**src/rtl/lichg_pkg.sv**
```systemverilog
// package: constants and state encoding for the charge sequencer
package lichg_pkg;

	// ********************************************************
	// apb register map (byte addresses)
	// ********************************************************
	localparam logic [11:0] CTRL_OFS    = 12'h000;
	localparam logic [11:0] STATUS_OFS  = 12'h004;
	localparam logic [11:0] COMP_OFS    = 12'h008;
	localparam logic [11:0] CURCMD_OFS  = 12'h00c;

	// ********************************************************
	// reset values and field positions
	// ********************************************************
	localparam logic [1:0]  CTRL_RST        = 2'h0;
	localparam int          CTRL_TEMP_IGN   = 0;
	localparam int          CTRL_FORCE_OFF  = 1;

	// ********************************************************
	// charge current commands in percent of full scale
	// ********************************************************
	localparam logic [7:0]  CUR_TRICKLE_PCT = 8'h0f;
	localparam logic [7:0]  CUR_FULL_PCT    = 8'h64;
	localparam logic [7:0]  CUR_OFF_PCT     = 8'h00;

	// ********************************************************
	// analog references, millivolts, carried to status and current command registers
	// ********************************************************
	localparam logic [15:0] VREG_MV         = 16'h3138;
	localparam logic [15:0] VSENSE_REF_MV   = 16'h00c8;

	// comparator synchroniser depth
	localparam int          SYNC_STAGES     = 2;

	// ********************************************************
	// charge states
	// ********************************************************
	typedef enum logic [2:0] {
		ST_SLEEP   = 3'b000,
		ST_TRICKLE = 3'b001,
		ST_CC      = 3'b010,
		ST_CV      = 3'b011,
		ST_DONE    = 3'b100,
		ST_TSUSP   = 3'b101,
		ST_OVHOLD  = 3'b110
	} lichg_state_t;

endpackage

```
**src/rtl/lichg_seq.sv**
```systemverilog
// module: charge sequencer state machine with apb status and control
// ****************************************************************
// Overview of operation
// - start only above lockout with release margin
// - low battery start enters trickle at 15%
// - battery above 8.4V moves to constant current
// - constant current regulates sense to 200mV
// - near target switch to constant voltage
// - constant voltage holds 12.6V target
// - end-of-charge current terminates, gate drive off
// - charging indicator low only while charging
// - done indicator low only when terminated
// - input power cycle restarts from the beginning
// - terminated battery below 12V restarts charging
// - input absent means sleep, no charging
// - below lockout keeps charger off
// - thermistor out of window suspends charging
// - back in window resumes interrupted cycle
// - overvoltage above 8% holds switch off
// - indicators released on lockout, sleep, temperature
// ****************************************************************
`timescale 1ns/100ps

module lichg_seq (
	input  wire logic        pclk,            // 250 mhz system clock
	input  wire logic        presetn,         // async reset, active low
	input  wire logic        psel,            // apb select
	input  wire logic        penable,         // apb access phase
	input  wire logic        pwrite,          // apb direction
	input  wire logic [11:0] paddr,           // apb byte address
	input  wire logic [31:0] pwdata,          // apb write data
	output logic      [31:0] prdata,          // apb read data
	output logic             pready,          // apb ready
	output logic             pslverr,         // apb error
	input  wire logic        cmp_above_lockout, // input above lockout level
	input  wire logic        cmp_release,     // input exceeds battery by release margin
	input  wire logic        cmp_input_present, // input supply present above battery
	input  wire logic        cmp_above_precharge, // battery above 8.4v
	input  wire logic        cmp_near_reg,    // battery near 12.6v target
	input  wire logic        cmp_eoc,         // current at end-of-charge level
	input  wire logic        cmp_below_recharge, // battery below 12v
	input  wire logic        cmp_temp_hot,    // thermistor below 175mv
	input  wire logic        cmp_temp_cold,   // thermistor above 1.61v
	input  wire logic        cmp_overvolt,    // battery over trip level
	output logic             switch_gate_drive, // high enables pwm gate drive
	output logic      [7:0]  cur_cmd_pct,     // current command, percent
	output logic             cv_mode,         // voltage loop selected
	output logic             charging_indicator_n_o,  // drives pin low
	output logic             charging_indicator_n_oe, // enable, high drives
	output logic             done_indicator_n_o,      // drives pin low
	output logic             done_indicator_n_oe      // enable, high drives
);

	// ********************************************************
	// comparator synchronisers
	// ********************************************************
	localparam int NCMP = 10;                     // number of comparator inputs
	logic [NCMP-1:0] cmp_raw;                     // raw comparator vector
	wire  [NCMP-1:0] cmp_sync;                    // synchronised comparators

	assign cmp_raw = {cmp_overvolt, cmp_temp_cold, cmp_temp_hot, cmp_below_recharge,
		cmp_eoc, cmp_near_reg, cmp_above_precharge, cmp_input_present,
		cmp_release, cmp_above_lockout};

	// two flop sync per comparator; each bit owns its flops, so no
	// vector is written from more than one process
	genvar gi;
	generate
		for (gi = 0; gi < NCMP; gi++) begin : g_sync
			logic stage1_ff;                      // first stage, read by stage two only
			logic stage2_ff;                      // second stage, safe to decode
			always_ff @(posedge pclk or negedge presetn) begin
				if (!presetn) begin
					stage1_ff <= 1'b0;
					stage2_ff <= 1'b0;
				end else begin
					stage1_ff <= cmp_raw[gi];
					stage2_ff <= stage1_ff;
				end
			end
			assign cmp_sync[gi] = stage2_ff;
		end
	endgenerate

	// named synchronised levels
	wire s_lock    = cmp_sync[0];
	wire s_rel     = cmp_sync[1];
	wire s_inp     = cmp_sync[2];
	wire s_pre     = cmp_sync[3];
	wire s_near    = cmp_sync[4];
	wire s_eoc     = cmp_sync[5];
	wire s_rech    = cmp_sync[6];
	wire s_hot     = cmp_sync[7];
	wire s_cold    = cmp_sync[8];
	wire s_ov      = cmp_sync[9];

	// ********************************************************
	// control register
	// ********************************************************
	// force off and temperature ignore are bring-up aids for software
	logic [1:0] ctrl_ff;                          // software control bits
	wire        temp_ign  = ctrl_ff[lichg_pkg::CTRL_TEMP_IGN];
	wire        force_off = ctrl_ff[lichg_pkg::CTRL_FORCE_OFF];

	// ********************************************************
	// qualifying conditions
	// ********************************************************
	wire power_ok  = s_lock & s_inp;
	// release margin gates only the start from sleep; recharge and
	// resume from a suspend do not ask for it
	wire start_ok  = power_ok & s_rel & !force_off;
	wire temp_bad  = (s_hot | s_cold) & !temp_ign;

	// ********************************************************
	// state machine
	// ********************************************************
	lichg_pkg::lichg_state_t state_ff;            // current charge state
	lichg_pkg::lichg_state_t nxt_state;           // next charge state
	lichg_pkg::lichg_state_t resume_ff;           // state to resume after suspend
	lichg_pkg::lichg_state_t nxt_resume;          // next resume state

	// next state decision
	always_comb begin
		nxt_state  = state_ff;
		nxt_resume = resume_ff;
		if (!power_ok || force_off) begin
			nxt_state = lichg_pkg::ST_SLEEP;
		end else begin
			case (state_ff)
				lichg_pkg::ST_SLEEP: begin
					if (start_ok) begin
						nxt_state = s_pre ? lichg_pkg::ST_CC
							: lichg_pkg::ST_TRICKLE;
					end
				end
				lichg_pkg::ST_TRICKLE: begin
					if (s_pre) begin
						nxt_state = lichg_pkg::ST_CC;
					end
				end
				lichg_pkg::ST_CC: begin
					if (s_near) begin
						nxt_state = lichg_pkg::ST_CV;
					end
				end
				lichg_pkg::ST_CV: begin
					if (s_eoc) begin
						nxt_state = lichg_pkg::ST_DONE;
					end
				end
				lichg_pkg::ST_DONE: begin
					if (s_rech) begin
						nxt_state = s_pre ? lichg_pkg::ST_CC
							: lichg_pkg::ST_TRICKLE;
					end
				end
				lichg_pkg::ST_TSUSP: begin
					if (!temp_bad) begin
						nxt_state = resume_ff;
					end
				end
				lichg_pkg::ST_OVHOLD: begin
					if (!s_ov) begin
						nxt_state = resume_ff;
					end
				end
				default: begin
					nxt_state = lichg_pkg::ST_SLEEP;
				end
			endcase
			// suspend and overvoltage override active charge states
			if (nxt_state == lichg_pkg::ST_TRICKLE || nxt_state == lichg_pkg::ST_CC
				|| nxt_state == lichg_pkg::ST_CV) begin
				if (s_ov) begin
					nxt_resume = nxt_state;
					nxt_state  = lichg_pkg::ST_OVHOLD;
				end else if (temp_bad) begin
					nxt_resume = nxt_state;
					nxt_state  = lichg_pkg::ST_TSUSP;
				end
			end else if (state_ff == lichg_pkg::ST_TSUSP && s_ov) begin
				nxt_state = lichg_pkg::ST_OVHOLD;
			end else if (state_ff == lichg_pkg::ST_OVHOLD && !s_ov && temp_bad) begin
				nxt_state = lichg_pkg::ST_TSUSP;
			end
		end
	end

	// state registers, one encoded state only
	always_ff @(posedge pclk or negedge presetn) begin
		if (!presetn) begin
			state_ff  <= lichg_pkg::ST_SLEEP;
			resume_ff <= lichg_pkg::ST_TRICKLE;
		end else begin
			state_ff  <= nxt_state;
			resume_ff <= nxt_resume;
		end
	end

	// ********************************************************
	// output decode
	// ********************************************************
	// outputs decode the next state, so pins and state register change
	// on the same edge with no extra cycle of lag
	wire is_chg  = (nxt_state == lichg_pkg::ST_TRICKLE) || (nxt_state == lichg_pkg::ST_CC)
		|| (nxt_state == lichg_pkg::ST_CV);
	// a pack out of its temperature window releases the done pin as well
	wire is_done = (nxt_state == lichg_pkg::ST_DONE) && !temp_bad;
	wire [7:0] nxt_cur = (nxt_state == lichg_pkg::ST_TRICKLE) ? lichg_pkg::CUR_TRICKLE_PCT
		: is_chg ? lichg_pkg::CUR_FULL_PCT : lichg_pkg::CUR_OFF_PCT;

	// registered pin and loop outputs
	always_ff @(posedge pclk or negedge presetn) begin
		if (!presetn) begin
			switch_gate_drive       <= 1'b0;
			cur_cmd_pct             <= 8'h00;
			cv_mode                 <= 1'b0;
			charging_indicator_n_oe <= 1'b0;
			done_indicator_n_oe     <= 1'b0;
		end else begin
			switch_gate_drive       <= is_chg;
			cur_cmd_pct             <= nxt_cur;
			cv_mode                 <= (nxt_state == lichg_pkg::ST_CV);
			charging_indicator_n_oe <= is_chg;
			done_indicator_n_oe     <= is_done;
		end
	end

	// open-drain pins only ever pull low
	always_ff @(posedge pclk or negedge presetn) begin
		if (!presetn) begin
			charging_indicator_n_o <= 1'b0;
			done_indicator_n_o     <= 1'b0;
		end else begin
			charging_indicator_n_o <= 1'b0;
			done_indicator_n_o     <= 1'b0;
		end
	end

	// ********************************************************
	// apb slave, zero wait states
	// ********************************************************
	wire acc      = psel & penable;
	wire hit_ctrl = (paddr == lichg_pkg::CTRL_OFS);
	wire hit_stat = (paddr == lichg_pkg::STATUS_OFS);
	wire hit_comp = (paddr == lichg_pkg::COMP_OFS);
	wire hit_cur  = (paddr == lichg_pkg::CURCMD_OFS);
	wire hit_any  = hit_ctrl | hit_stat | hit_comp | hit_cur;
	wire [31:0] rd_mux;

	// read data select
	assign rd_mux = hit_ctrl ? {30'h0, ctrl_ff}
		: hit_stat ? {13'h0, state_ff, lichg_pkg::VREG_MV}
		: hit_comp ? {22'h0, cmp_sync}
		: hit_cur  ? {8'h0, lichg_pkg::VSENSE_REF_MV, cur_cmd_pct}
		: 32'h0;

	// control write
	always_ff @(posedge pclk or negedge presetn) begin
		if (!presetn) begin
			ctrl_ff <= lichg_pkg::CTRL_RST;
		end else if (acc && pwrite && hit_ctrl) begin
			ctrl_ff <= pwdata[1:0];
		end
	end

	// read data and answer flops; pready rises the cycle after setup,
	// so every access phase lasts exactly one cycle and prdata,
	// captured at setup, stands through it
	always_ff @(posedge pclk or negedge presetn) begin
		if (!presetn) begin
			prdata  <= 32'h0;
			pready  <= 1'b0;
			pslverr <= 1'b0;
		end else begin
			prdata  <= (psel && !penable && !pwrite) ? rd_mux : prdata;
			pready  <= psel && !penable;
			pslverr <= psel && !penable && !hit_any;
		end
	end
endmodule

```
**config.mk**
```make
export PLATFORM = sky130hd
export DESIGN_NAME = lichg_seq
export DESIGN_NICKNAME = d
export VERILOG_FILES = /design/src/rtl/lichg_pkg.sv /design/src/rtl/lichg_seq.sv
export SDC_FILE = /design/constraint.sdc
export NUM_CORES = 1
export LEC_CHECK = 0
export BUFFER_PORTS_ARGS = -buffer_cell sky130_fd_sc_hd__buf_2
export CORE_ASPECT_RATIO = 1.25
export CORE_MARGIN = 2
export CORE_UTILIZATION = 47
export DETAILED_ROUTE_END_ITERATION = 10
export PLACE_DENSITY = 0.8
export SYNTH_ARGS = -nofsm -noshare
export SYNTH_HDL_FRONTEND = slang
export SYNTH_SLANG_ARGS = --single-unit
```
**constraint.sdc**
```tcl
create_clock -name pclk -period 2.15 [get_ports pclk]
set_input_delay 0.1075 -clock pclk [delete_from_list [all_inputs] [get_ports pclk]]
set_output_delay 0.1075 -clock pclk [all_outputs]
set_load 0.05 [all_outputs]
```
After elaboration in Yosys (flattened, before gate mapping). Cells that the tools add are included.

Equal/unequal tests: 16. Muxes and demuxes: 24. Bitwise operators: 10. Reductions and logical operators: 26.

Operator list (number): 3-bit 2-to-1 mux (16); 19-bit 2-to-1 mux (2); 16-bit 2-to-1 mux (2); 12-bit by 4-bit equality test with 1-bit output, second input constant (2); 3-bit one-hot mux with 7 select lines (1); 3-bit by 2-bit equality test with 1-bit output, second input constant (6); 7-bit 2-to-1 mux (2); 12-bit by 3-bit equality test with 1-bit output, second input constant (1); 3-bit equality test, second input constant (4); 12-bit logical NOT (1); 3-bit by 1-bit equality test with 1-bit output, second input constant (3); 1-bit logical AND (9); 1-bit logical NOT (8); 1-bit bitwise AND (5); 1-bit logical OR (5); 1-bit OR (4); 3-bit logical NOT (1); 3-bit AND reduction (1); 2-bit 2-to-1 mux (1); 2-bit nonzero test (1); 1-bit inverter (1).

Register bits: 72. Input port bits: 59. Output and inout port bits: 48. Logic and storage cells: 106.

Longest topological paths before layout.
Word-level depth: 16. Depth in mapped cells: 7. Depth with buffers taken out: 6.

Worst setup path before layout. Ideal clock, no wire load.

Kind: flip-flop to flip-flop. From: register state_ff[0]. To: register state_ff[2]. Library setup time: 127 ps. Arrival time: 1755 ps. Data required time: 2023 ps. Path slack: 269 ps. Stages on the path, launching flop included: 8. Cells stage by stage: dfrtp_1 buf_6 and3b_4 and3_4 a2111oi_4 nand2_2 o211ai_1 o21ai_1.

Word-level cells in the longest chain between the ends: 8. Elaborated cells on any way between the ends: 30. Classes of those cells: 9 x eq/ne; 15 x mux; 6 x reduce/logical.

Ends and longest elaborated chain: from (decl) (RTL line lichg_seq.sv:117) `lichg_pkg::lichg_state_t state_ff;`; from (signal assigned) (RTL line lichg_seq.sv:192) `state_ff <= lichg_pkg::ST_SLEEP;`; from (signal assigned) (RTL line lichg_seq.sv:195) `state_ff <= nxt_state;`; 3-bit equality test, or another cell as far along (RTL line lichg_seq.sv:129, lichg_seq.sv:183); 3-bit one-hot mux with 7 select lines (RTL line lichg_seq.sv:129) `case (state_ff)`; 3-bit 2-to-1 mux (RTL line lichg_seq.sv:126) `if (!power_ok || force_off) begin`; 3-bit by 1-bit equality test with 1-bit output or 3-bit by 2-bit equality test with 1-bit output (tied branches) (RTL line lichg_seq.sv:172) `if (nxt_state == lichg_pkg::ST_TRICKLE || nxt_state == lichg_pkg::ST_CC`; 1-bit logical OR (RTL line lichg_seq.sv:172); 1-bit logical OR (RTL line lichg_seq.sv:173) `|| nxt_state == lichg_pkg::ST_CV) begin`; 3-bit 2-to-1 mux * (RTL line lichg_seq.sv:172); 3-bit 2-to-1 mux * (RTL line lichg_seq.sv:126); via nxt_state[2] (RTL line lichg_seq.sv:118) `lichg_pkg::lichg_state_t nxt_state;`.

Mark *: on every way through the listed nets, which the timed path passes. The rest lies on a longest branch. The select of a mux whose other input is x is not followed. A chain may end at the register's enable or synchronous reset.

Final worst setup path. Same ends and word-level chain as after synthesis.

==> impl_metrics.sql <==
INSERT INTO impl_metrics (metric_group, metric, value, unit) VALUES
('outcome', 'status', 'complete, no violations', ''),
('detailed_routing', 'detailroute.via_count', '1791', ''),
('placed_design', 'dpl_cell_area', '2630', 'um2'),
('yosys', 'syn_inst', '225', ''),
('worst_setup_path', 'timing.reg2reg.worst_path_depth', '7', ''),
('yosys', 'syn_avg_cell_area', '10.5', 'um2'),
('yosys', 'yosysWarningCount', '0', ''),
('hold_path', 'worst_hold_path_type', 'primary input to flip-flop', ''),
('die', 'initial_utilization', '49.3', '%'),
('cells_and_area', 'syn2layout_area_growth', '19.8', '%'),
('cells_and_area', 'area.sequential', '1280', 'um2'),
('power', 'vdd_drop_max', '0.000586', 'V'),
('cells_and_area', 'multi_input_area', '891', 'um2'),
('worst_setup_path', 'worst-r2r-setup-slack', '150', 'ps'),
('sta', 'maxClockFrequency', '500', 'MHz'),
('yosys', 'synth_ff_type', 'sky130_fd_sc_hd__dfrtp_1', ''),
('worst_setup_path', 'critical_path.top_delay_family', 'compound AO/OA/AOI/OAI gates', ''),
('worst_setup_path', 'crit_buf_inv', '1', ''),
('die', 'die_x', '67.5', 'um'),
('worst_setup_path', 'timing.setup.critical_path_class', 'flip-flop to flip-flop', ''),
('clock_network', 'cts.reportedPaths.clkPinSlew', '90', 'ps'),
('sta', 'rsz0062_at_grt', 'false', ''),
('clock_network', 'cts-htree-levels', '2', ''),
('detailed_routing', 'route.detailed.wl_per_inst', '13.1', 'um'),
('worst_setup_path', 'timing.rr.end', 'state_ff[2]', ''),
('cells_and_area', 'design_area', '2840', 'um2'),
('placed_design', 'pre_cts_ws', '164', 'ps'),
('cells_and_area', 'fin_util', '59.1', '%'),
('sta', 'totalNegativeSetupSlack', '0', 'ps'),
('sta', 'setup_viol', '0', ''),
('sta', 'tightest_slew', '593', 'ps'),
('yosys', 'synth_enable_flop_cells', '0', ''),
('global_route', 'grt_pass1_vias', '1730', ''),
('global_route', 'global_route.overflow_total', '0', ''),
('worst_setup_path', 'worst-path-max-fanout', '14', ''),
('clock_network', 'cts_tree', 'yes', ''),
('hold_path', 'worstHoldStart', 'pwdata[0]', ''),
('sta', 'final_critical_path_setup_slack', '151', 'ps'),
('worst_setup_path', 'crit_required', '2330', 'ps'),
('sta', 'timing.final.hold_violations', '0', ''),
('worst_setup_path', 'regToRegStartpoint', 'state_ff[0]', ''),
('detailed_routing', 'count_of_routing_violations_after_the_opening_detailed_route_iteration', '102', ''),
('global_route', 'grt_pass1_wl', '7600', 'um'),
('worst_setup_path', 'cp_cell_instances', 'and3b_4, and3_4, a2111oi_4, buf_4, nand2_2, o211ai_1, o21ai_1', ''),
('yosys', 'synthDominantCellAreaShare', '52.8', '%'),
('die', 'core', '4800', 'um2'),
('hold_path', 'min_to', 'ctrl_ff[0]', ''),
('worst_setup_path', 'critical_path_arrival', '2170', 'ps'),
('worst_setup_path', 'end_kind', 'flip-flop', ''),
('die', 'dieArea', '5630', 'um2'),
('sta', 'max-slew-margin-rel', '60.5', '%'),
('die', 'height_of_the_die', '83.4', 'um'),
('clock_network', 'cts.sinks', '51', ''),
('clock_network', 'max-clock-path-buffers', '2', ''),
('detailed_routing', 'drc', '0', ''),
('worst_setup_path', 'timing.critical_path.from_type', 'flip-flop', ''),
('flow_run', 'max_cap_viol_count', '0', ''),
('detailed_routing', 'total_routed_wirelength', '4640', 'um'),
('worst_setup_path', 'critical-path-slowest-cell', 'sky130_fd_sc_hd__dfrtp_1', ''),
('yosys', 'synth_top_cells_by_area', 'sky130_fd_sc_hd__dfrtp_1, sky130_fd_sc_hd__buf_4, sky130_fd_sc_hd__nand2_1', ''),
('worst_setup_path', 'max_stage_delay', '530', 'ps'),
('global_route', 'largest_net_degree_at_the_start_of_global_routing', '28', ''),
('detailed_routing', 'detail_route.first_pass.iterations', '4', ''),
('die', 'top_level_ports', '107', ''),
('cells_and_area', 'fill_cells', '407', ''),
('yosys', 'synth_top_cell_by_area', 'sky130_fd_sc_hd__dfrtp_1', ''),
('placed_design', 'place_congestion', '0.981', ''),
('cells_and_area', 'drive_gt1_share', '31.1', '%'),
('die', 'num_rows', '28', ''),
('sta', 'final-max-slew-violation-count', '0', ''),
('cells_and_area', 'insertedDiodeCount', '0', '');
==> flip-flops by register name, summed over array words and instances, names as in the netlist <==
name / count
done_indicator_n_oe: 1
resume_ff: 3
ctrl_ff: 2
cur_cmd_pct: 3
prdata: 15
charging_indicator_n_oe: 1
pslverr: 1
g_sync.stage2_ff: 10
g_sync.stage1_ff: 10
pready: 1
state_ff: 3
cv_mode: 1
==> routing by layer <==
metal  vias up  routed length (um)  track usage [%]
met5         -                   0                0
met4         0                  64             6.86
met3         6                 247             2.98
met2        70                2500             31.1
met1       853                1820             20.3
li1        862                   -                -
==> synthesized netlist by cell type, drive strengths merged, types with 2 or more instances <==
cell type / n
a2111oi: 2
or3: 2
inv: 7
nand3: 6
a22oi: 2
o21bai: 2
o22ai: 2
o21ai: 16
nor2b: 7
mux2: 2
nand2b: 4
nor4: 4
clkbuf: 5
o31ai: 4
and2: 2
buf: 29
mux2i: 2
nand3b: 2
nor3b: 2
dfrtp: 50
o211ai: 2
a21boi: 2
a21oi: 11
nand2: 28
nor2: 12
o41ai: 2
==> kinds of logic (layout without fill, tap and decap cells) <==
group	Yosys count	in the layout	synth area share, %
compound gates	50	50	14.9
simple gates	78	78	18.0
buf+inv	41	92	11.1
flops	51	51	53.9
mux	4	4	1.80
other cells	1	18	0.158
==> placed cells by master, fill, tap and decap left out, types with 5 or more instances in the layout <==
cell type,count
sky130_fd_sc_hd__dfrtp_1,48
sky130_fd_sc_hd__a21oi_1,10
sky130_fd_sc_hd__nand3_1,6
sky130_fd_sc_hd__nor2b_1,7
sky130_fd_sc_hd__nor2_1,12
sky130_fd_sc_hd__buf_2,58
sky130_fd_sc_hd__o21ai_0,12
sky130_fd_sc_hd__nand2_1,27
sky130_fd_sc_hd__conb_1,18
sky130_fd_sc_hd__buf_4,6
sky130_fd_sc_hd__inv_1,7
sky130_fd_sc_hd__dlygate4sd3_1,12
sky130_fd_sc_hd__clkbuf_8,5
==> metrics by stage <==
stage | cells | hold WS (ps) | total power (W)
CTS | 353 | 50.5 | 0.00190
global route | 353 | 56.3 | 0.00197
floorplan | 242 | -188 | 0.00129
finish | 353 | 53.3 | 0.00188
global placement | 333 | 137 | 0.00135
detailed placement | 333 | 154 | 0.00136
==> cell type report <==
class / count / share of cell area (%)
Clock buffer: 5 / 2.43
Clock inverter: 3 / 0.706
Inverter: 7 / 0.926
Multi-Input combinational cell: 150 / 31.4
Sequential cell: 51 / 45.1
Tap cell: 60 / 2.65
Timing Repair Buffer: 77 / 16.8
==> how the worst max path moves through the flow <==
stage / slack [ps] / startpoint / depth (start not counted) / end
2_1_floorplan: 270 / state_ff[0] / 7 / state_ff[2]
5_1_grt: 6 / state_ff[0] / 7 / resume_ff[1]
4_1_cts: 140 / state_ff[1] / 7 / state_ff[2]
6_report: 150 / state_ff[0] / 7 / state_ff[2]
3_3_place_gp: 200 / state_ff[1] / 6 / done_indicator_n_oe
3_5_place_dp: 160 / state_ff[1] / 7 / state_ff[2]
==> where the power goes <==
group	switching (W)	total, W	internal, W	leakage [nW]
clock	0.000295	0.000522	0.000227	0.0402
combinational	0.000198	0.000302	0.000104	0.732
sequential	0.0000447	0.00106	0.00101	0.655
total	0.000538	0.00188	0.00134	1.43
==> what timing repair did <==
item,in CTS,in global routing
hold endpoints to repair,35,0
hold buffers,12,0
setup endpoints to repair,0,3
gates resized for setup,0,2
Note: power is estimated with default switching activity, not from simulation.
